===== config.mk =====
export PLATFORM = sky130hd
export DESIGN_NAME = pixel_coprocessor_control
export DESIGN_NICKNAME = d
export VERILOG_FILES = /design/src/pixel_coprocessor_control_pkg.sv /design/src/pixel_coprocessor_control.sv
export SDC_FILE = /design/constraint.sdc
export NUM_CORES = 1
export LEC_CHECK = 0
export BUFFER_PORTS_ARGS = -buffer_cell sky130_fd_sc_hd__buf_2
export CORE_ASPECT_RATIO = 2
export CORE_MARGIN = 3
export CORE_UTILIZATION = 44
export DETAILED_ROUTE_END_ITERATION = 12
export GPL_ROUTABILITY_DRIVEN = 0
export HOLD_SLACK_MARGIN = 0.08
export PLACE_DENSITY = 0.75
export SLEW_MARGIN = 20
export SYNTH_ARGS = -nofsm -noshare
export SYNTH_HDL_FRONTEND = slang
export SYNTH_SLANG_ARGS = --single-unit

===== constraint.sdc =====
create_clock -name I_SYS_CLK -period 2.5 [get_ports I_SYS_CLK]
set_clock_uncertainty 0.2 [all_clocks]
set_input_delay 0.25 -clock I_SYS_CLK [delete_from_list [all_inputs] [get_ports I_SYS_CLK]]
set_output_delay 0.25 -clock I_SYS_CLK [all_outputs]
set_load 0.1 [all_outputs]

===== src/pixel_coprocessor_control_pkg.sv =====
// Constants and carriers for the pixel coprocessor control block.
// Assumes one clock, a synchronous reset and a pixel memory that
// answers each request with a one-cycle acknowledge.
//
// Overview of operation
// - Pattern from map A/B/C, constant one, or source.
// - Zero source gives background, nonzero gives foreground.
// - Source-derived pattern ignores pattern map contents.
// - Pattern one picks foreground source/mix, zero background.
// - Fixed colors expand one-bit pattern to pixel width.
// - Write mask disabled bits stay unwritten.
// - Narrow pixels use only low mask bits.
// - Masked bits excluded from mixing and compare.
// - Compare destination; true condition suppresses the write.
// - Codes: always, gt, eq, lt, never, ge, ne, le.
// - Writing pixel operation top byte starts operations.
// - Suspend finishes memory cycle, halts; clear resumes.
// - Suspended state readable; restore then restart possible.
// - Terminate aborts; advancing registers become undefined.
// - Completion always sets complete status bit.
// - Status cleared by writing one; host clears it.
// - Enabled completion also raises interrupt request.
// - Enables at 21x4, statuses at 21x5 per interrupt.
// - Busy reads one while executing, zero after.
// - Other writes while busy complete and flag rejection.
// - Control register writable while busy, no rejection.
package pixel_coprocessor_control_pkg;

  localparam int PIX_W = 8;
  localparam int CNT_W = 16;

  // Register indices seen on the host write port.
  localparam logic [7:0] REG_CONTROL = 8'h11;
  localparam logic [7:0] REG_PIXEL_OP = 8'h7C;
  localparam logic [7:0] REG_MIX = 8'h48;
  localparam logic [7:0] REG_CMP_VALUE = 8'h4C;
  localparam logic [7:0] REG_BIT_MASK = 8'h50;
  localparam logic [7:0] REG_FG_COLOR = 8'h58;
  localparam logic [7:0] REG_BG_COLOR = 8'h5C;
  localparam logic [7:0] REG_OP_DIM = 8'h60;
  localparam logic [7:0] REG_STATE_PORT = 8'h0C;
  localparam logic [7:0] REG_INT_ENABLE = 8'h14;
  localparam logic [7:0] REG_INT_STATUS = 8'h15;

  // Field positions.
  localparam int POP_PAT_LO = 8;
  localparam int POP_FG_SRC = 12;
  localparam int POP_BG_SRC = 13;
  localparam int POP_BPP_LO = 16;
  localparam int POP_START_BE = 3;
  localparam int MIX_FG_LO = 0;
  localparam int MIX_BG_LO = 8;
  localparam int MIX_COND_LO = 16;
  localparam int INT_DONE = 0;
  localparam int INT_REJECT = 1;

  // Reset values and the unit count step.
  localparam logic [31:0] RST_ZERO = 32'h0000_0000;
  localparam logic [PIX_W-1:0] RST_BIT_MASK = 8'hFF;
  localparam logic [CNT_W-1:0] CNT_ONE = 16'h0001;

  typedef enum logic [3:0] {
    PAT_MAP_A = 4'h0,
    PAT_MAP_B = 4'h1,
    PAT_MAP_C = 4'h2,
    PAT_FG = 4'h8,
    PAT_FROM_SRC = 4'h9
  } pat_sel_t;

  typedef enum logic [2:0] {
    CMP_ALWAYS = 3'h0,
    CMP_GT = 3'h1,
    CMP_EQ = 3'h2,
    CMP_LT = 3'h3,
    CMP_NEVER = 3'h4,
    CMP_GE = 3'h5,
    CMP_NE = 3'h6,
    CMP_LE = 3'h7
  } cmp_cond_t;

  typedef enum logic [1:0] {
    ST_IDLE = 2'b00,
    ST_REQ = 2'b01,
    ST_HALT = 2'b10
  } op_state_t;

  // Pixel fetched from memory for one memory cycle.
  typedef struct packed {
    logic [PIX_W-1:0] src;
    logic [PIX_W-1:0] dst;
    logic pat_a;
    logic pat_b;
    logic pat_c;
  } pix_in_t;

  // Pixel written back: data, per-bit write enables and its index.
  typedef struct packed {
    logic [PIX_W-1:0] data;
    logic [PIX_W-1:0] wmask;
    logic [CNT_W-1:0] idx;
  } pix_out_t;

endpackage


===== src/pixel_coprocessor_control.sv =====
// Pixel coprocessor control: operation sequencing, pattern generation,
// color expansion, bit masking, color compare and completion status.
// Assumes the host write port and the pixel memory are synchronous to
// I_SYS_CLK; the memory holds each acknowledge for one cycle only.
`timescale 1ns/1ps

module pixel_coprocessor_control #(
  parameter int PIX_W = pixel_coprocessor_control_pkg::PIX_W,
  parameter int CNT_W = pixel_coprocessor_control_pkg::CNT_W
) (
  // Clock and reset.
  input wire logic I_SYS_CLK,
  input wire logic I_SRST,
  // Host register writes.
  input wire logic I_REG_WR,
  input wire logic [7:0] I_REG_IDX,
  input wire logic [3:0] I_REG_BE,
  input wire logic [31:0] I_REG_DATA,
  // Control register fields as written.
  input wire logic I_CTL_SUSPEND,
  input wire logic I_CTL_TERMINATE,
  // Pixel memory.
  input wire logic I_PIX_ACK,
  input wire pixel_coprocessor_control_pkg::pix_in_t I_PIX_IN,
  output logic O_PIX_REQ,
  output logic O_PIX_WE,
  output pixel_coprocessor_control_pkg::pix_out_t O_PIX_OUT,
  // Status towards the host.
  output logic O_BUSY,
  output logic O_SUSPENDED,
  output logic [1:0] O_INT_STATUS,
  output logic O_IRQ,
  output logic [CNT_W-1:0] O_SAVE_COUNT
);

  initial begin
    if (PIX_W != 8 || CNT_W < 2 || CNT_W > 32) begin
      $error("pixel_coprocessor_control: unsupported PIX_W or CNT_W");
    end
  end

  ////////////////////////////////////////////////////////////////////
  // Host-visible registers.

  logic [31:0] pixel_op;
  logic [31:0] mix_reg;
  logic [PIX_W-1:0] cmp_value;
  logic [PIX_W-1:0] bit_mask;
  logic [PIX_W-1:0] fg_color;
  logic [PIX_W-1:0] bg_color;
  logic [CNT_W-1:0] op_dim;
  logic [1:0] int_enable;
  pixel_coprocessor_control_pkg::op_state_t state;
  logic [CNT_W-1:0] remain;
  logic [CNT_W-1:0] pix_idx;
  logic busy;

  wire logic wr_ctl = I_REG_WR && I_REG_IDX == pixel_coprocessor_control_pkg::REG_CONTROL;
  wire logic wr_other = I_REG_WR && !wr_ctl;
  wire logic wr_start = I_REG_WR && I_REG_IDX == pixel_coprocessor_control_pkg::REG_PIXEL_OP
    && I_REG_BE[pixel_coprocessor_control_pkg::POP_START_BE];
  wire logic wr_restore = I_REG_WR && I_REG_IDX == pixel_coprocessor_control_pkg::REG_STATE_PORT;

  // The bit mask resets to all ones so that a fresh block writes whole pixels.
  // Writes during an operation still land, which may corrupt it.
  always_ff @(posedge I_SYS_CLK) begin
    if (I_SRST) begin
      pixel_op <= pixel_coprocessor_control_pkg::RST_ZERO;
      mix_reg <= pixel_coprocessor_control_pkg::RST_ZERO;
      cmp_value <= '0;
      bit_mask <= pixel_coprocessor_control_pkg::RST_BIT_MASK;
      fg_color <= '0;
      bg_color <= '0;
      op_dim <= '0;
      int_enable <= 2'h0;
    end else if (wr_other) begin
      case (I_REG_IDX)
        pixel_coprocessor_control_pkg::REG_PIXEL_OP: pixel_op <= I_REG_DATA;
        pixel_coprocessor_control_pkg::REG_MIX: mix_reg <= I_REG_DATA;
        pixel_coprocessor_control_pkg::REG_CMP_VALUE: cmp_value <= I_REG_DATA[PIX_W-1:0];
        pixel_coprocessor_control_pkg::REG_BIT_MASK: bit_mask <= I_REG_DATA[PIX_W-1:0];
        pixel_coprocessor_control_pkg::REG_FG_COLOR: fg_color <= I_REG_DATA[PIX_W-1:0];
        pixel_coprocessor_control_pkg::REG_BG_COLOR: bg_color <= I_REG_DATA[PIX_W-1:0];
        pixel_coprocessor_control_pkg::REG_OP_DIM: op_dim <= I_REG_DATA[CNT_W-1:0];
        pixel_coprocessor_control_pkg::REG_INT_ENABLE: int_enable <= I_REG_DATA[1:0];
        default: begin
        end
      endcase
    end
  end

  ////////////////////////////////////////////////////////////////////
  // Pixel datapath.

  pixel_coprocessor_control_pkg::pat_sel_t pat_sel;
  logic pattern;
  logic [PIX_W-1:0] width_mask;
  logic [PIX_W-1:0] eff_mask;
  logic [PIX_W-1:0] fg_src;
  logic [PIX_W-1:0] bg_src;
  logic [PIX_W-1:0] op_src;
  logic [7:0] op_mix;
  logic [PIX_W-1:0] mixed;
  logic [PIX_W-1:0] dst_m;
  logic [PIX_W-1:0] cmp_m;
  logic inhibit;
  logic [1:0] bpp_code;

  assign pat_sel = pixel_coprocessor_control_pkg::pat_sel_t'(
    pixel_op[pixel_coprocessor_control_pkg::POP_PAT_LO +: 4]);
  assign bpp_code = pixel_op[pixel_coprocessor_control_pkg::POP_BPP_LO +: 2];

  // Map contents are not looked at when the pattern comes from the source.
  always_comb begin
    case (pat_sel)
      pixel_coprocessor_control_pkg::PAT_MAP_A: pattern = I_PIX_IN.pat_a;
      pixel_coprocessor_control_pkg::PAT_MAP_B: pattern = I_PIX_IN.pat_b;
      pixel_coprocessor_control_pkg::PAT_MAP_C: pattern = I_PIX_IN.pat_c;
      pixel_coprocessor_control_pkg::PAT_FROM_SRC: pattern = |I_PIX_IN.src;
      default: pattern = 1'b1;
    endcase
  end

  // A fixed color per pattern value makes a two-entry expansion table.
  assign fg_src = pixel_op[pixel_coprocessor_control_pkg::POP_FG_SRC] ? I_PIX_IN.src : fg_color;
  assign bg_src = pixel_op[pixel_coprocessor_control_pkg::POP_BG_SRC] ? I_PIX_IN.src : bg_color;
  assign op_src = pattern ? fg_src : bg_src;
  assign op_mix = pattern ? mix_reg[pixel_coprocessor_control_pkg::MIX_FG_LO +: 8]
    : mix_reg[pixel_coprocessor_control_pkg::MIX_BG_LO +: 8];

  // Width code n selects 2**n bits: 1, 2, 4 or 8 bits per pixel.
  // Mix codes 0..F act per bit as a truth table on source and destination;
  // other codes leave the destination as it was.
  genvar b;
  generate
    for (b = 0; b < PIX_W; b++) begin : g_bit
      assign width_mask[b] = b < (1 << bpp_code);
      assign eff_mask[b] = bit_mask[b] & width_mask[b];
      assign mixed[b] = op_mix[7:4] != 4'h0 ? I_PIX_IN.dst[b]
        : op_mix[{~op_src[b], ~I_PIX_IN.dst[b]}];
    end
  endgenerate

  // Disabled bits are zeroed on both sides so they cannot sway the compare.
  assign dst_m = I_PIX_IN.dst & eff_mask;
  assign cmp_m = cmp_value & eff_mask;

  always_comb begin
    case (mix_reg[pixel_coprocessor_control_pkg::MIX_COND_LO +: 3])
      pixel_coprocessor_control_pkg::CMP_ALWAYS: inhibit = 1'b1;
      pixel_coprocessor_control_pkg::CMP_GT: inhibit = dst_m > cmp_m;
      pixel_coprocessor_control_pkg::CMP_EQ: inhibit = dst_m == cmp_m;
      pixel_coprocessor_control_pkg::CMP_LT: inhibit = dst_m < cmp_m;
      pixel_coprocessor_control_pkg::CMP_NEVER: inhibit = 1'b0;
      pixel_coprocessor_control_pkg::CMP_GE: inhibit = dst_m >= cmp_m;
      pixel_coprocessor_control_pkg::CMP_NE: inhibit = dst_m != cmp_m;
      pixel_coprocessor_control_pkg::CMP_LE: inhibit = dst_m <= cmp_m;
      default: inhibit = 1'b1;
    endcase
  end

  ////////////////////////////////////////////////////////////////////
  // Operation sequencer.

  pixel_coprocessor_control_pkg::op_state_t next_state;
  logic last_pix;
  logic finish;

  // Busy covers the halted state too, so a suspended operation still
  // flags host writes to anything but the control register.
  assign busy = state != pixel_coprocessor_control_pkg::ST_IDLE;
  assign last_pix = remain == pixel_coprocessor_control_pkg::CNT_ONE;
  assign finish = state == pixel_coprocessor_control_pkg::ST_REQ && I_PIX_ACK && last_pix;

  // A request already out is held until its acknowledge, so a suspend
  // never cuts a memory cycle in half.
  always_comb begin
    next_state = state;
    case (state)
      pixel_coprocessor_control_pkg::ST_IDLE: begin
        if (wr_start) begin
          next_state = pixel_coprocessor_control_pkg::ST_REQ;
        end else if (wr_restore) begin
          next_state = pixel_coprocessor_control_pkg::ST_HALT;
        end
      end
      pixel_coprocessor_control_pkg::ST_REQ: begin
        if (I_PIX_ACK && last_pix) begin
          next_state = pixel_coprocessor_control_pkg::ST_IDLE;
        end else if (I_PIX_ACK && I_CTL_SUSPEND) begin
          next_state = pixel_coprocessor_control_pkg::ST_HALT;
        end
      end
      pixel_coprocessor_control_pkg::ST_HALT: begin
        if (!I_CTL_SUSPEND) begin
          next_state = pixel_coprocessor_control_pkg::ST_REQ;
        end
      end
      default: next_state = pixel_coprocessor_control_pkg::ST_IDLE;
    endcase
    // Terminate overrides every other move, so a halted operation can be
    // dropped without resuming it first.
    if (wr_ctl && I_CTL_TERMINATE && state != pixel_coprocessor_control_pkg::ST_IDLE) begin
      next_state = pixel_coprocessor_control_pkg::ST_IDLE;
    end
  end

  always_ff @(posedge I_SYS_CLK) begin
    if (I_SRST) begin
      state <= pixel_coprocessor_control_pkg::ST_IDLE;
    end else begin
      state <= next_state;
    end
  end

  // The pixel counter is the operation's saved state; after a terminate
  // it is left wherever it stopped.
  always_ff @(posedge I_SYS_CLK) begin
    if (I_SRST) begin
      remain <= '0;
      pix_idx <= '0;
    end else if (state == pixel_coprocessor_control_pkg::ST_IDLE && wr_start) begin
      remain <= op_dim + pixel_coprocessor_control_pkg::CNT_ONE;
      pix_idx <= '0;
    end else if (state == pixel_coprocessor_control_pkg::ST_IDLE && wr_restore) begin
      remain <= I_REG_DATA[CNT_W-1:0];
      pix_idx <= I_REG_DATA[31:32-CNT_W];
    end else if (state == pixel_coprocessor_control_pkg::ST_REQ && I_PIX_ACK) begin
      remain <= remain - pixel_coprocessor_control_pkg::CNT_ONE;
      pix_idx <= pix_idx + pixel_coprocessor_control_pkg::CNT_ONE;
    end
  end

  ////////////////////////////////////////////////////////////////////
  // Pixel write-back.

  always_ff @(posedge I_SYS_CLK) begin
    if (I_SRST) begin
      O_PIX_WE <= 1'b0;
      O_PIX_OUT <= '0;
    end else begin
      O_PIX_WE <= 1'b0;
      if (state == pixel_coprocessor_control_pkg::ST_REQ && I_PIX_ACK) begin
        O_PIX_WE <= !inhibit && eff_mask != '0;
        O_PIX_OUT.data <= (mixed & eff_mask) | (I_PIX_IN.dst & ~eff_mask);
        O_PIX_OUT.wmask <= eff_mask;
        O_PIX_OUT.idx <= pix_idx;
      end
    end
  end

  // A new request only starts from the halted state once suspend drops.
  always_ff @(posedge I_SYS_CLK) begin
    if (I_SRST) begin
      O_PIX_REQ <= 1'b0;
    end else begin
      O_PIX_REQ <= next_state == pixel_coprocessor_control_pkg::ST_REQ;
    end
  end

  ////////////////////////////////////////////////////////////////////
  // Status and interrupt.

  logic [1:0] int_status;
  logic [1:0] status_set;
  logic [1:0] status_clr;

  // Completion and rejection are independent events; both may land in one
  // cycle, and neither masks the other.
  assign status_set[pixel_coprocessor_control_pkg::INT_DONE] = finish;
  assign status_set[pixel_coprocessor_control_pkg::INT_REJECT] = wr_other && busy;
  // Clearing the status while busy is itself a rejected access.
  assign status_clr = (I_REG_WR && I_REG_IDX == pixel_coprocessor_control_pkg::REG_INT_STATUS)
    ? I_REG_DATA[1:0] : 2'h0;

  // A new event in the clearing cycle wins over the clear.
  always_ff @(posedge I_SYS_CLK) begin
    if (I_SRST) begin
      int_status <= 2'h0;
    end else begin
      int_status <= (int_status & ~status_clr) | status_set;
    end
  end

  // Status outputs take the next internal values so that they leave flip-flops
  // without lag; O_SAVE_COUNT takes remain and trails it by one cycle.
  always_ff @(posedge I_SYS_CLK) begin
    if (I_SRST) begin
      O_INT_STATUS <= 2'h0;
      O_IRQ <= 1'b0;
      O_BUSY <= 1'b0;
      O_SUSPENDED <= 1'b0;
      O_SAVE_COUNT <= '0;
    end else begin
      O_INT_STATUS <= (int_status & ~status_clr) | status_set;
      O_IRQ <= |(((int_status & ~status_clr) | status_set) & int_enable);
      O_BUSY <= next_state != pixel_coprocessor_control_pkg::ST_IDLE;
      O_SUSPENDED <= next_state == pixel_coprocessor_control_pkg::ST_HALT;
      O_SAVE_COUNT <= remain;
    end
  end

endmodule // pixel_coprocessor_control


After elaboration in Yosys (flattened, before gate mapping). Cells that the tools add are included. Widths: inputs -> output; s select.

$lt $le $gt $ge: 20. Bitwise logic cells: 35. Eq/ne operators: 28. Shift-type cells: 1. Add/subtract/negate cells: 3. Muxes and demuxes: 43. Reduce and logical (&&, ||, !) cells: 39.

Operator list (count): $lt 4x32->1 const A (4); $mux 16 (5); $lt 3x32->1 const A (2); $eq 8x7->1 const B (7); $add 16x1->16 const B (2); $and 8x8->8 (4); $lt 1x32->1 const A (1); $lt 2x32->1 const A (1); $lt 2x4->1 const B (8); $mux 8 (4); $shl 1x2->32 const A (1); $eq 8x5->1 const B (3); $not 1->1 (17); $bmux 1 s2 (8); $eq 16x1->1 const B (1); $logic_and 1x1->1 (16); $mux 1 (16); $reduce_and 2->1 (8); $sub 16x1->16 const B (1); $mux 2 (7); $eq 3x3->1 const B (4); $and 1x1->1 (8); $eq 8x4->1 const B (1); $eq 8x8->1 (1); other kinds (30) (39).

Input port bits: 69. Output and inout bits: 55. Word-level logic and storage cells: 190. Register bits: 176.

Depth between registers and ports, before layout. Gate-level depths: netlist (run 1).

Word-level depth: 9. Mapped depth: 11. Depth with buffers taken out: 10.

Worst setup path before layout (run 1). OpenSTA, ideal clock, no wires.

Path type: input to register. From: input port I_PIX_IN[15] (netlist bit). To: register O_PIX_OUT[25] (netlist bit). Setup time: 0.119 ns. Required time: 2.181 ns. Arrival: 2.284 ns. Setup slack: -0.103 ns. Cell stages on the path: 8. Path buffers: 1. Cells stage by stage: nor4_2 a41oi_1 or4_1 buf_2 mux2_4 a21o_1 mux2_1 a32o_1.

Longest elaborated chain between the ends: 9. Elaborated cells on any way between the ends: 11. Those cells by class: 6 x mux; 3 x bitwise; 2 x reduce/logical.

Ends and longest elaborated chain: start, declared (RTL line pixel_coprocessor_control.sv:24) `input wire pixel_coprocessor_control_pkg::pix_in_t I_PIX_IN,`; $reduce_or 8->1 * (RTL line pixel_coprocessor_control.sv:119) `pixel_coprocessor_control_pkg::PAT_FROM_SRC: pattern = |I_PIX_IN.src;`; $pmux 1 s4 * (RTL line pixel_coprocessor_control.sv:115) `case (pat_sel)`; $mux 8 (RTL line pixel_coprocessor_control.sv:127) `assign op_src = pattern ? fg_src : bg_src;`; $not 1->1 (RTL line pixel_coprocessor_control.sv:140) `: op_mix[{~op_src[b], ~I_PIX_IN.dst[b]}];`; $bmux 1 s2 (RTL line pixel_coprocessor_control.sv:140); $mux 1 (implied by the code) (RTL line pixel_coprocessor_control.sv:140); $mux 1 * (RTL line pixel_coprocessor_control.sv:139) `assign mixed[b] = op_mix[7:4] != 4'h0 ? I_PIX_IN.dst[b]`; $and 8x8->8 * (RTL line pixel_coprocessor_control.sv:245) `O_PIX_OUT.data <= (mixed & eff_mask) | (I_PIX_IN.dst & ~eff_mask);`; $or 8x8->8 * (RTL line pixel_coprocessor_control.sv:245); end, declared (RTL line pixel_coprocessor_control.sv:27) `output pixel_coprocessor_control_pkg::pix_out_t O_PIX_OUT,`.

Mark *: on every way between the ends. The rest lies on a longest branch, timed or not. The select of a mux whose other input is x is not followed. A chain may end at the register's enable or synchronous reset.

Worst setup path in the final report (run 1).
From: register pixel_op[8]. To: register O_PIX_OUT[25] (netlist bit).

Longest elaborated chain between the ends: 9. Elaborated cells on any way between the ends: 14. Those cells by class: 3 x eq/ne; 6 x mux; 3 x bitwise; 2 x reduce/logical.

Ends and longest elaborated chain: start, declared (RTL line pixel_coprocessor_control.sv:45) `logic [31:0] pixel_op;`; start signal, assigned (RTL line pixel_coprocessor_control.sv:68) `pixel_op <= pixel_coprocessor_control_pkg::RST_ZERO;`; $eq 4x4->1, or another cell as far along (RTL line pixel_coprocessor_control.sv:115); $pmux 1 s4 * (RTL line pixel_coprocessor_control.sv:115); $mux 8 (RTL line pixel_coprocessor_control.sv:127); $not 1->1 (RTL line pixel_coprocessor_control.sv:140); $bmux 1 s2 (RTL line pixel_coprocessor_control.sv:140); $mux 1 (implied by the code) (RTL line pixel_coprocessor_control.sv:140); $mux 1 * (RTL line pixel_coprocessor_control.sv:139); $and 8x8->8 * (RTL line pixel_coprocessor_control.sv:245); $or 8x8->8 * (RTL line pixel_coprocessor_control.sv:245).

Marks and branches as above.

==> results.sh, run 1 <==
export IMPL_status="complete, but fails checks"
export IMPL_violations="setup timing"
export IMPL_wl_per_cell_um=18.5
export IMPL_setup_ws_ps=-88.5
export IMPL_diodes=0
export IMPL_antenna_found_initial=0
export IMPL_synth_seq_area_share_pct=41.7
export IMPL_total_power_mw=5.68
export IMPL_drcViolationCount=0
export IMPL_netlist_instances=920
export IMPL_clockBufferDepth=2
export IMPL_power_leakage_nw=4.52
export IMPL_ys_seq_elements=166
export IMPL_tns_ps=-500
export IMPL_numClockSinks=166
export IMPL_start_util_pct=44.8
export IMPL_synth_area_leader_cell="dfxtp_1"
export IMPL_worst_pin_slew_ps=757
export IMPL_ys_top_cells_by_count="dfxtp_1 (166), nor2_1 (131), nand2_1 (117)"
export IMPL_synth_nets=1001
export IMPL_yosysMostFrequentCell="dfxtp_1"
export IMPL_grt_usage_pct=25.4
export IMPL_clkSlewWorstSetupHoldPaths_ps=70
export IMPL_endpoint_kind="register"
export IMPL_routed_wl_um=25100
export IMPL_largest_reg_flops=32
export IMPL_synth_yosys_warnings=0
export IMPL_drv_slew=0
export IMPL_first_global_vias=7784
export IMPL_drive_gt1_share_pct=25.6
export IMPL_crit_type="reg2reg"
export IMPL_synthDistinctLibCells=70
export IMPL_dieArea_um2=19800
export IMPL_syn_area_um2=7960
export IMPL_cp_arrival_ps=2710
export IMPL_drtAntennaViolNets=0
export IMPL_ys_flop_type="dfxtp_1"
export IMPL_io_pins=124
export IMPL_row_count=69
export IMPL_worstPathMaxFanout=8
export IMPL_min_period_ps=2590
export IMPL_crit_chain="o21a_1, or4_4, buf_6, mux2_4, buf_6, a2111oi_4, a211o_1, a32o_1"
export IMPL_area_delta_synth_final_pct=32.9
export IMPL_path_delay_family="compound AO/OA/AOI/OAI gates"
export IMPL_utilization_pct=59.5
export IMPL_peakVddDrop_mv=0.357
export IMPL_grt_pass1_wl_um=39600
export IMPL_rsz0062_at_grt="yes"
export IMPL_design_core_area_um2=17800
export IMPL_period_share_pct=104
export IMPL_crit_slowest_cell="or4_4"
export IMPL_drt_first_pass_iters=7
export IMPL_synth_edff_count=0
export IMPL_die_h_um=196
export IMPL_synth_top_area_share_pct=41.7
export IMPL_root_buffer="clkbuf_16"
export IMPL_nets=1212
export IMPL_cp_start_kind="register"
export IMPL_cp_required_ps=2620
export IMPL_viasPerCell=5.69
export IMPL_hpwlAfterDp_um=18100
export IMPL_final_hold_viol_count=0
export IMPL_async_reset_ff_share_pct=0
export IMPL_synthTopCellsByArea="dfxtp_1 (42%), mux2i_1 (9.6%), nor2_1 (6.2%)"
export IMPL_h_tree_depth=4
export IMPL_vias=7719
export IMPL_cts_tree="built"
export IMPL_timing_max_cap_violations=0
export IMPL_io_buffers=120
export IMPL_setup_viol=8
export IMPL_fmax_ghz=0.386
export IMPL_hold_path_class="in2reg"
export IMPL_drt_iter0_markers=401
export IMPL_syn_area_per_cell_um2=8.65
export IMPL_cp_common_cell="buf_6"
export IMPL_path_buf_inv=2
export IMPL_grt_overflow=0
export IMPL_chipWidth_um=101
export IMPL_critPathMaxStageDelay_ps=550
export IMPL_grt_max_degree=48
export IMPL_insertion_delay_ps=430
export IMPL_nFillCells=1465
export IMPL_p_per_area_nw_per_um2=537
export IMPL_max_slew_margin_pct=49.4
export IMPL_cts_buffers=17
metal layers:
metal	track usage (%)	vias up	routed length, um
li1	-	3677	-
met1	25.7	3688	8970
met2	46.3	255	13500
met3	4.02	99	987
met4	17.1	0	1670
met5	0	-	0
per-stage QoR:
step | hold slack (ps) | instance area [um^2] | setup WS [ps] | cells
5_1_grt | 120 | 10600 | -162 | 1357
4_1_cts | 83.8 | 10500 | -50.2 | 1355
3_3_place_gp | 237 | 9240 | -457 | 1277
3_5_place_dp | 248 | 9240 | -494 | 1277
6_report | 95.8 | 10600 | -88.5 | 1357
2_1_floorplan | 194 | 7960 | -101 | 920
layout by cell type, fill, tap and decap left out, drive strengths merged, types with 9 or more instances in the layout:
cell type,synthesis,routed
buf,10,197
dfxtp,166,166
nor2,131,131
nand2,117,117
mux2i,76,76
a21oi,45,45
dlygate4sd3,0,44
nand3,42,42
inv,18,22
a211oi,21,21
clkbuf,39,20
xnor2,18,18
and3,16,16
nor3,16,16
xor2,15,15
nor2b,14,14
o21ai,13,13
ha,12,12
and2,11,11
nor4,11,11
a21o,10,10
a2111oi,9,9
cell families (layout without fill, tap and decap cells):
logic type	Yosys count	count (layout)	synth area share, %
XOR/XNOR	33	33	3.63
AND/OR/NAND/NOR	403	403	23.8
buffers and inverters	67	291	3.30
adder cells (fa/ha/maj)	13	13	2.01
multiplexers	82	82	10.5
AO/OA/AOI/OAI	156	156	15.0
flip-flops	166	166	41.7
layout make-up:
type / instances / area [um^2] / share of cell area (%)
multi-input combinational: 687 / 4620 / 43.7
sequential: 166 / 3330 / 31.5
timing repair buffer: 241 / 1690 / 16.0
clock buffer: 20 / 457 / 4.32
tap: 213 / 267 / 2.52
clock inverter: 12 / 143 / 1.35
inverter: 18 / 67.6 / 0.638
tightest hold or removal path, cell delays in order:
cell      delay, ps
buf_2           120
nand4b_1        150
mux2i_1          90
nor2_1           80
repair_timing:
action                                  4_1_cts  5_1_grt
hold buffers                                 44        0
pin swaps                                    13       11
endpoints found under the setup margin       11       11
hold endpoints to repair                    111        0
resized for setup                            31       25
buffers inserted                              2        3
path summary, 6_finish.rpt:
check | startpoint | cells after the start | slack (ps) | end
max reg2reg | pixel_op[8] | 8 | -90 | O_PIX_OUT[25]
max | pixel_op[8] | 8 | -90 | O_PIX_OUT[25]
min | I_REG_IDX[2] | 4 | 100 | int_enable[1]
min reg2reg | O_PIX_OUT[4] | 2 | 250 | O_PIX_OUT[4]
where the power goes:
group          internal (mW)  switching [mW]
clock                   1.54            1.13
sequential              2.65         0.00366
combinational          0.162           0.198
total                   4.35            1.33
(Power assumes the default switching activity.)
==> inputs of run 2 (changes only) <==
BUFFER_PORTS_ARGS = unset   (was -buffer_cell sky130_fd_sc_hd__buf_2)
DONT_BUFFER_PORTS = 1   (was unset)
PLACE_DENSITY = 0.69   (was 0.75)
==> run 2 against run 1 <==
The run still ends with setup timing left. Via count decreased by 1.2%. Clock-buffer cell count decreased by 3. Sequential share of layout area decreased by 0.35 points. First-iteration DRC count increased by 7.0%. Non-clock buffer count decreased by 35. Power increased by 0.13%. Core utilization increased by 0.67 points. Flip-flop and latch count unchanged. Die area unchanged. Wire length increased by 5.5%. Clock power increased by 3%. Largest cell class unchanged.
==> results.sh, run 2 (same netlist as run 1, synthesis figures left out) <==
export IMPL_crit_end="O_BUSY"
export IMPL_cp_required_ps=2620
export IMPL_die_h_um=196
export IMPL_cp_startpoint="remain[9]"
export IMPL_power_leakage_nw=4.43
export IMPL_timing_max_cap_violations=0
export IMPL_viasPerCell=5.76
export IMPL_endpoint_kind="register"
export IMPL_worstReg2RegStart="remain[9]"
export IMPL_layout_commonest_cell="dfxtp_1"
export IMPL_dieArea_um2=19800
export IMPL_drcViolationCount=0
export IMPL_period_share_pct=103
export IMPL_clkSlewWorstSetupHoldPaths_ps=70
export IMPL_root_buffer="clkbuf_16"
export IMPL_nets=1177
export IMPL_rsz0062_at_grt="yes"
export IMPL_cp_start_kind="register"
export IMPL_cts_buffers=17
export IMPL_top_usage_layer="met2"
export IMPL_violations="setup timing"
export IMPL_start_util_pct=44.8
export IMPL_r2r_end="O_BUSY"
export IMPL_min_period_ps=2580
export IMPL_worstPathMaxFanout=3
export IMPL_most_common_layout_cells="dfxtp_1 (159), nor2_1 (130), buf_4 (122)"
export IMPL_drive_gt1_share_pct=20.7
export IMPL_drt_iter0_markers=429
export IMPL_area_delta_synth_final_pct=34.4
export IMPL_io_buffers=0
export IMPL_fmax_ghz=0.387
export IMPL_antenna_found_initial=2
export IMPL_use_met1_pct=26.9
export IMPL_clockBufferDepth=2
export IMPL_p_per_area_nw_per_um2=531
export IMPL_max_slew_margin_pct=56.6
export IMPL_drv_slew=0
export IMPL_finalNonFillerCells=1324
export IMPL_insertion_delay_ps=430
export IMPL_cp_arrival_ps=2700
export IMPL_cts_tree="built"
export IMPL_grt_usage_pct=26.6
export IMPL_first_global_vias=7884
export IMPL_r2r_setup_slack_ps=-80
export IMPL_final_hold_viol_count=0
export IMPL_chipWidth_um=101
export IMPL_placed_cells=1204
export IMPL_largest_reg_flops=32
export IMPL_grt_util_met2_pct=49.2
export IMPL_setup_viol=5
export IMPL_routed_wl_um=26500
export IMPL_worst_pin_slew_ps=650
export IMPL_numClockSinks=166
export IMPL_grt_pass1_wl_um=41100
export IMPL_h_tree_depth=4
export IMPL_vias=7629
export IMPL_grt_max_degree=108
export IMPL_hp_start="I_PIX_IN[13]"
export IMPL_utilization_pct=60.2
export IMPL_crit_type="reg2reg"
export IMPL_grt_overflow=0
export IMPL_peakVddDrop_mv=0.406
export IMPL_status="complete, but fails checks"
export IMPL_use_met3_pct=4.59
export IMPL_wl_per_cell_um=20.0
export IMPL_worstRegToRegCells=8
export IMPL_drtAntennaViolNets=0
export IMPL_setup_ws_ps=-81.7
export IMPL_hold_path_class="in2reg"
export IMPL_hpwlAfterDp_um=17800
export IMPL_design_core_area_um2=17800
export IMPL_drt_first_pass_iters=6
export IMPL_io_pins=124
export IMPL_row_count=69
[run 2: layout make-up]
class	count	area [um^2]
antenna	2	5.00
clock buffer	17	425
clock inverter	15	180
fill	1520	7080
inverter	18	67.6
multi-input combinational	687	4610
sequential	166	3330
tap	213	267
timing repair buffer	206	1810
[run 2: routing by layer]
metal  vias to the layer above  wire length (um)
met3                       101              1260
met1                      3660              9080
met2                       248             14300
met5                         -                 0
li1                       3620                 -
met4                         0              1860
[run 2: repair_timing]
| item | in CTS | in global routing |
|---|---|---|
| gates resized for setup | 21 | 30 |
| pin swaps | 25 | 15 |
| cloned | 1 | 0 |
| hold buffers | 78 | 1 |
| endpoints found under the hold margin | 166 | 1 |
| endpoints found under the setup margin | 11 | 15 |
| buffers inserted | 4 | 3 |
[run 2: critical path: stages (launching register included)]
cell and delay, ps:
dfxtp_2 320, or3_4 390, or4b_4 560, nor3_4 250
buf_4 170, o22ai_4 70, a21oi_4 200, nor3_2 70
or2_1 250
[run 2: power breakdown]
part,switching [mW],internal [mW]
logic,0.167,0.130
clock network,1.22,1.52
registers,0.00350,2.65
total,1.39,4.29
[run 2: worst min-delay path by stage]
stage,to,cells after the start
finish,O_PIX_OUT[26],4
global route,O_PIX_OUT[26],4
CTS,O_PIX_OUT[26],4
detailed placement,O_SAVE_COUNT[1],1
global placement,O_SAVE_COUNT[1],1
floorplan,bg_color[2],2
[run 2: metrics by stage]
| step | setup TNS (ps) | area, um^2 | setup slack (ps) | power (mW) | hold WS [ps] |
|---|---|---|---|---|---|
| 5_1_grt | -1040 | 10700 | -174 | 5.83 | 107 |
| 4_1_cts | -138 | 10500 | -50.4 | 5.69 | 82.9 |
| 3_5_place_dp | -2710 | 8980 | -345 | 2.85 | 131 |
| 6_report | -254 | 10700 | -81.7 | 5.69 | 68.4 |
| 2_1_floorplan | -481 | 7960 | -101 | 2.83 | 194 |
| 3_3_place_gp | -2120 | 8980 | -276 | 2.84 | 136 |
==> inputs of run 3 (changes only) <==
CORE_UTILIZATION = 40   (was 44)
PLACE_DENSITY = 0.64   (was 0.69)
==> run 3 against run 2 <==
The flow still finishes with violations (setup timing). Maximum frequency grew 0.46%. Worst hold slack better by 21 ps. Setup slack better by 12 ps. Register-to-register slack is essentially flat. Sequential power barely moved. Non-clock buffer count is 20 higher. Cell count is 4.8% higher. Critical path type unchanged. Sequential share of layout area shrank 0.97 points. Core utilization fell by 3.5 points. Flip-flop and latch count stayed put. Clock power barely moved. Critical path depth increased by 2.
==> results.sh, run 3 (same netlist as run 1, synthesis figures left out) <==
export IMPL_hp_start="I_PIX_IN[15]"
export IMPL_setup_ws_ps=-70.0
export IMPL_crit_end="O_PIX_OUT[31]"
export IMPL_worstRegToRegCells=10
export IMPL_most_common_layout_cells="dfxtp_1 (163), nor2_1 (125), nand2_1 (117), buf_4 (117), dlygate4sd3_1 (98)"
export IMPL_start_util_pct=40.9
export IMPL_grt_pass1_wl_um=40600
export IMPL_r2r_setup_slack_ps=-70
export IMPL_multiInputGateArea_um2=4660
export IMPL_vias=7521
export IMPL_largest_reg_flops=32
export IMPL_insertion_delay_ps=430
export IMPL_setup_viol=7
export IMPL_status="complete, but fails checks"
export IMPL_diodes=0
export IMPL_max_slew_margin_pct=50.5
export IMPL_utilization_pct=56.7
export IMPL_hold_path_class="in2reg"
export IMPL_final_area_um2=11000
export IMPL_fmax_ghz=0.389
export IMPL_seq_area_um2=3330
export IMPL_row_count=72
export IMPL_drcViolationCount=0
export IMPL_clkSlewWorstSetupHoldPaths_ps=70
export IMPL_design_core_area_um2=19500
export IMPL_io_buffers=0
export IMPL_wl_per_cell_um=19.1
export IMPL_placed_cells=1243
export IMPL_cts_buffers=17
export IMPL_worstPathMaxFanout=10
export IMPL_power_leakage_nw=4.59
export IMPL_nFillCells=1768
export IMPL_p_per_area_nw_per_um2=515
export IMPL_die_h_um=206
export IMPL_antenna_found_initial=0
export IMPL_cp_startpoint="pixel_op[11]"
export IMPL_endpoint_kind="register"
export IMPL_clockBufferDepth=2
export IMPL_grt_usage_pct=23.9
export IMPL_dieArea_um2=21700
export IMPL_cts_tree="built"
export IMPL_numClockSinks=166
export IMPL_root_buffer="clkbuf_16"
export IMPL_hpwlAfterDp_um=17900
export IMPL_cp_start_kind="register"
export IMPL_area_delta_synth_final_pct=38.6
export IMPL_nets=1197
export IMPL_drt_first_pass_iters=5
export IMPL_peakVddDrop_mv=0.380
export IMPL_min_period_ps=2570
export IMPL_finalNonFillerCells=1387
export IMPL_grt_max_degree=92
export IMPL_period_share_pct=103
export IMPL_grt_overflow=0
export IMPL_chipWidth_um=106
export IMPL_final_hold_viol_count=0
export IMPL_routed_wl_um=26500
export IMPL_layout_commonest_cell="dfxtp_1"
export IMPL_drtAntennaViolNets=0
export IMPL_h_tree_depth=4
export IMPL_drv_slew=0
export IMPL_dpl_worst_slack_ps=-400
export IMPL_worstReg2RegStart="pixel_op[11]"
export IMPL_timing_max_cap_violations=0
export IMPL_crit_type="reg2reg"
export IMPL_dpl_instance_area_um2=8980
export IMPL_cp_arrival_ps=2670
export IMPL_worst_pin_slew_ps=741
export IMPL_total_power_mw=5.68
export IMPL_r2r_end="O_PIX_OUT[31]"
export IMPL_io_pins=124
export IMPL_drt_iter0_markers=336
export IMPL_drive_gt1_share_pct=20.0
export IMPL_viasPerCell=5.42
export IMPL_violations="setup timing"
export IMPL_first_global_vias=7666
export IMPL_cp_required_ps=2600
export IMPL_rsz0062_at_grt="yes"
==> run 3: changes by cell type in the layout (fill, tap and decap cells not counted), moves of 4 or more <==
cell / delta
buf_6: +4
nor2_1: -5
inv_8: -4
dlygate4sd3_1: +20
buf_4: -5
dfxtp_1: +4
inv_6: -5
dfxtp_2: -4
nor2_2: +4
==> run 3: worst min path at each step <==
stage	end	slack [ps]	cells after the start
floorplan	bg_color[2]	190	2
global placement	O_SAVE_COUNT[0]	130	1
detailed placement	O_SAVE_COUNT[0]	130	1
CTS	O_PIX_OUT[24]	80	3
global route	O_PIX_OUT[28]	100	4
finish	O_PIX_OUT[28]	90	4
==> run 3: metrics by stage <==
stage | hold WS [ps] | TNS, ps
5_1_grt | 102 | -866
6_report | 89.1 | -198
3_3_place_gp | 131 | -2420
4_1_cts | 83.0 | -112
3_5_place_dp | 133 | -2920
2_1_floorplan | 194 | -481
==> run 3: layout make-up <==
cell class | count | area share (%)
multi-input cells | 687 | 42.2
clock inverters | 11 | 1.36
clock buffers | 20 | 4.23
well taps | 259 | 2.94
flip-flops and latches | 166 | 30.2
repair buffers | 226 | 18.5
inverters | 18 | 0.613
==> run 3: critical path, cell delays in order (launching register included) <==
cell and delay [ps]:
dfxtp_2 330, nor2b_1 40, o21a_1 170, or4_4 530, buf_6 160, buf_12 140, o32ai_4 360, buf_4 190
a2111oi_4 40, a211oi_2 190, o31ai_2 70
==> run 3: where the power goes <==
group	switching, mW	internal [mW]
clock network	1.08	1.65
registers	0.00352	2.65
logic	0.159	0.137
total	1.24	4.43
==> run 3: repair_timing <==
action / CTS / global route
endpoints found under the hold margin: 166 / 0
hold buffers: 100 / 0
pin swaps: 17 / 17
gates resized for setup: 36 / 24
setup endpoints to repair: 12 / 17
setup buffers: 3 / 11
gates cloned: 0 / 1
==> run 3: metal layers <==
layer | GRT usage (%) | vias up | wire, um
met1 | 24.7 | 3588 | 9620
li1 | - | 3649 | -
met5 | 0 | - | 0
met3 | 3.70 | 69 | 966
met4 | 13.2 | 0 | 1260
met2 | 45.4 | 215 | 14600
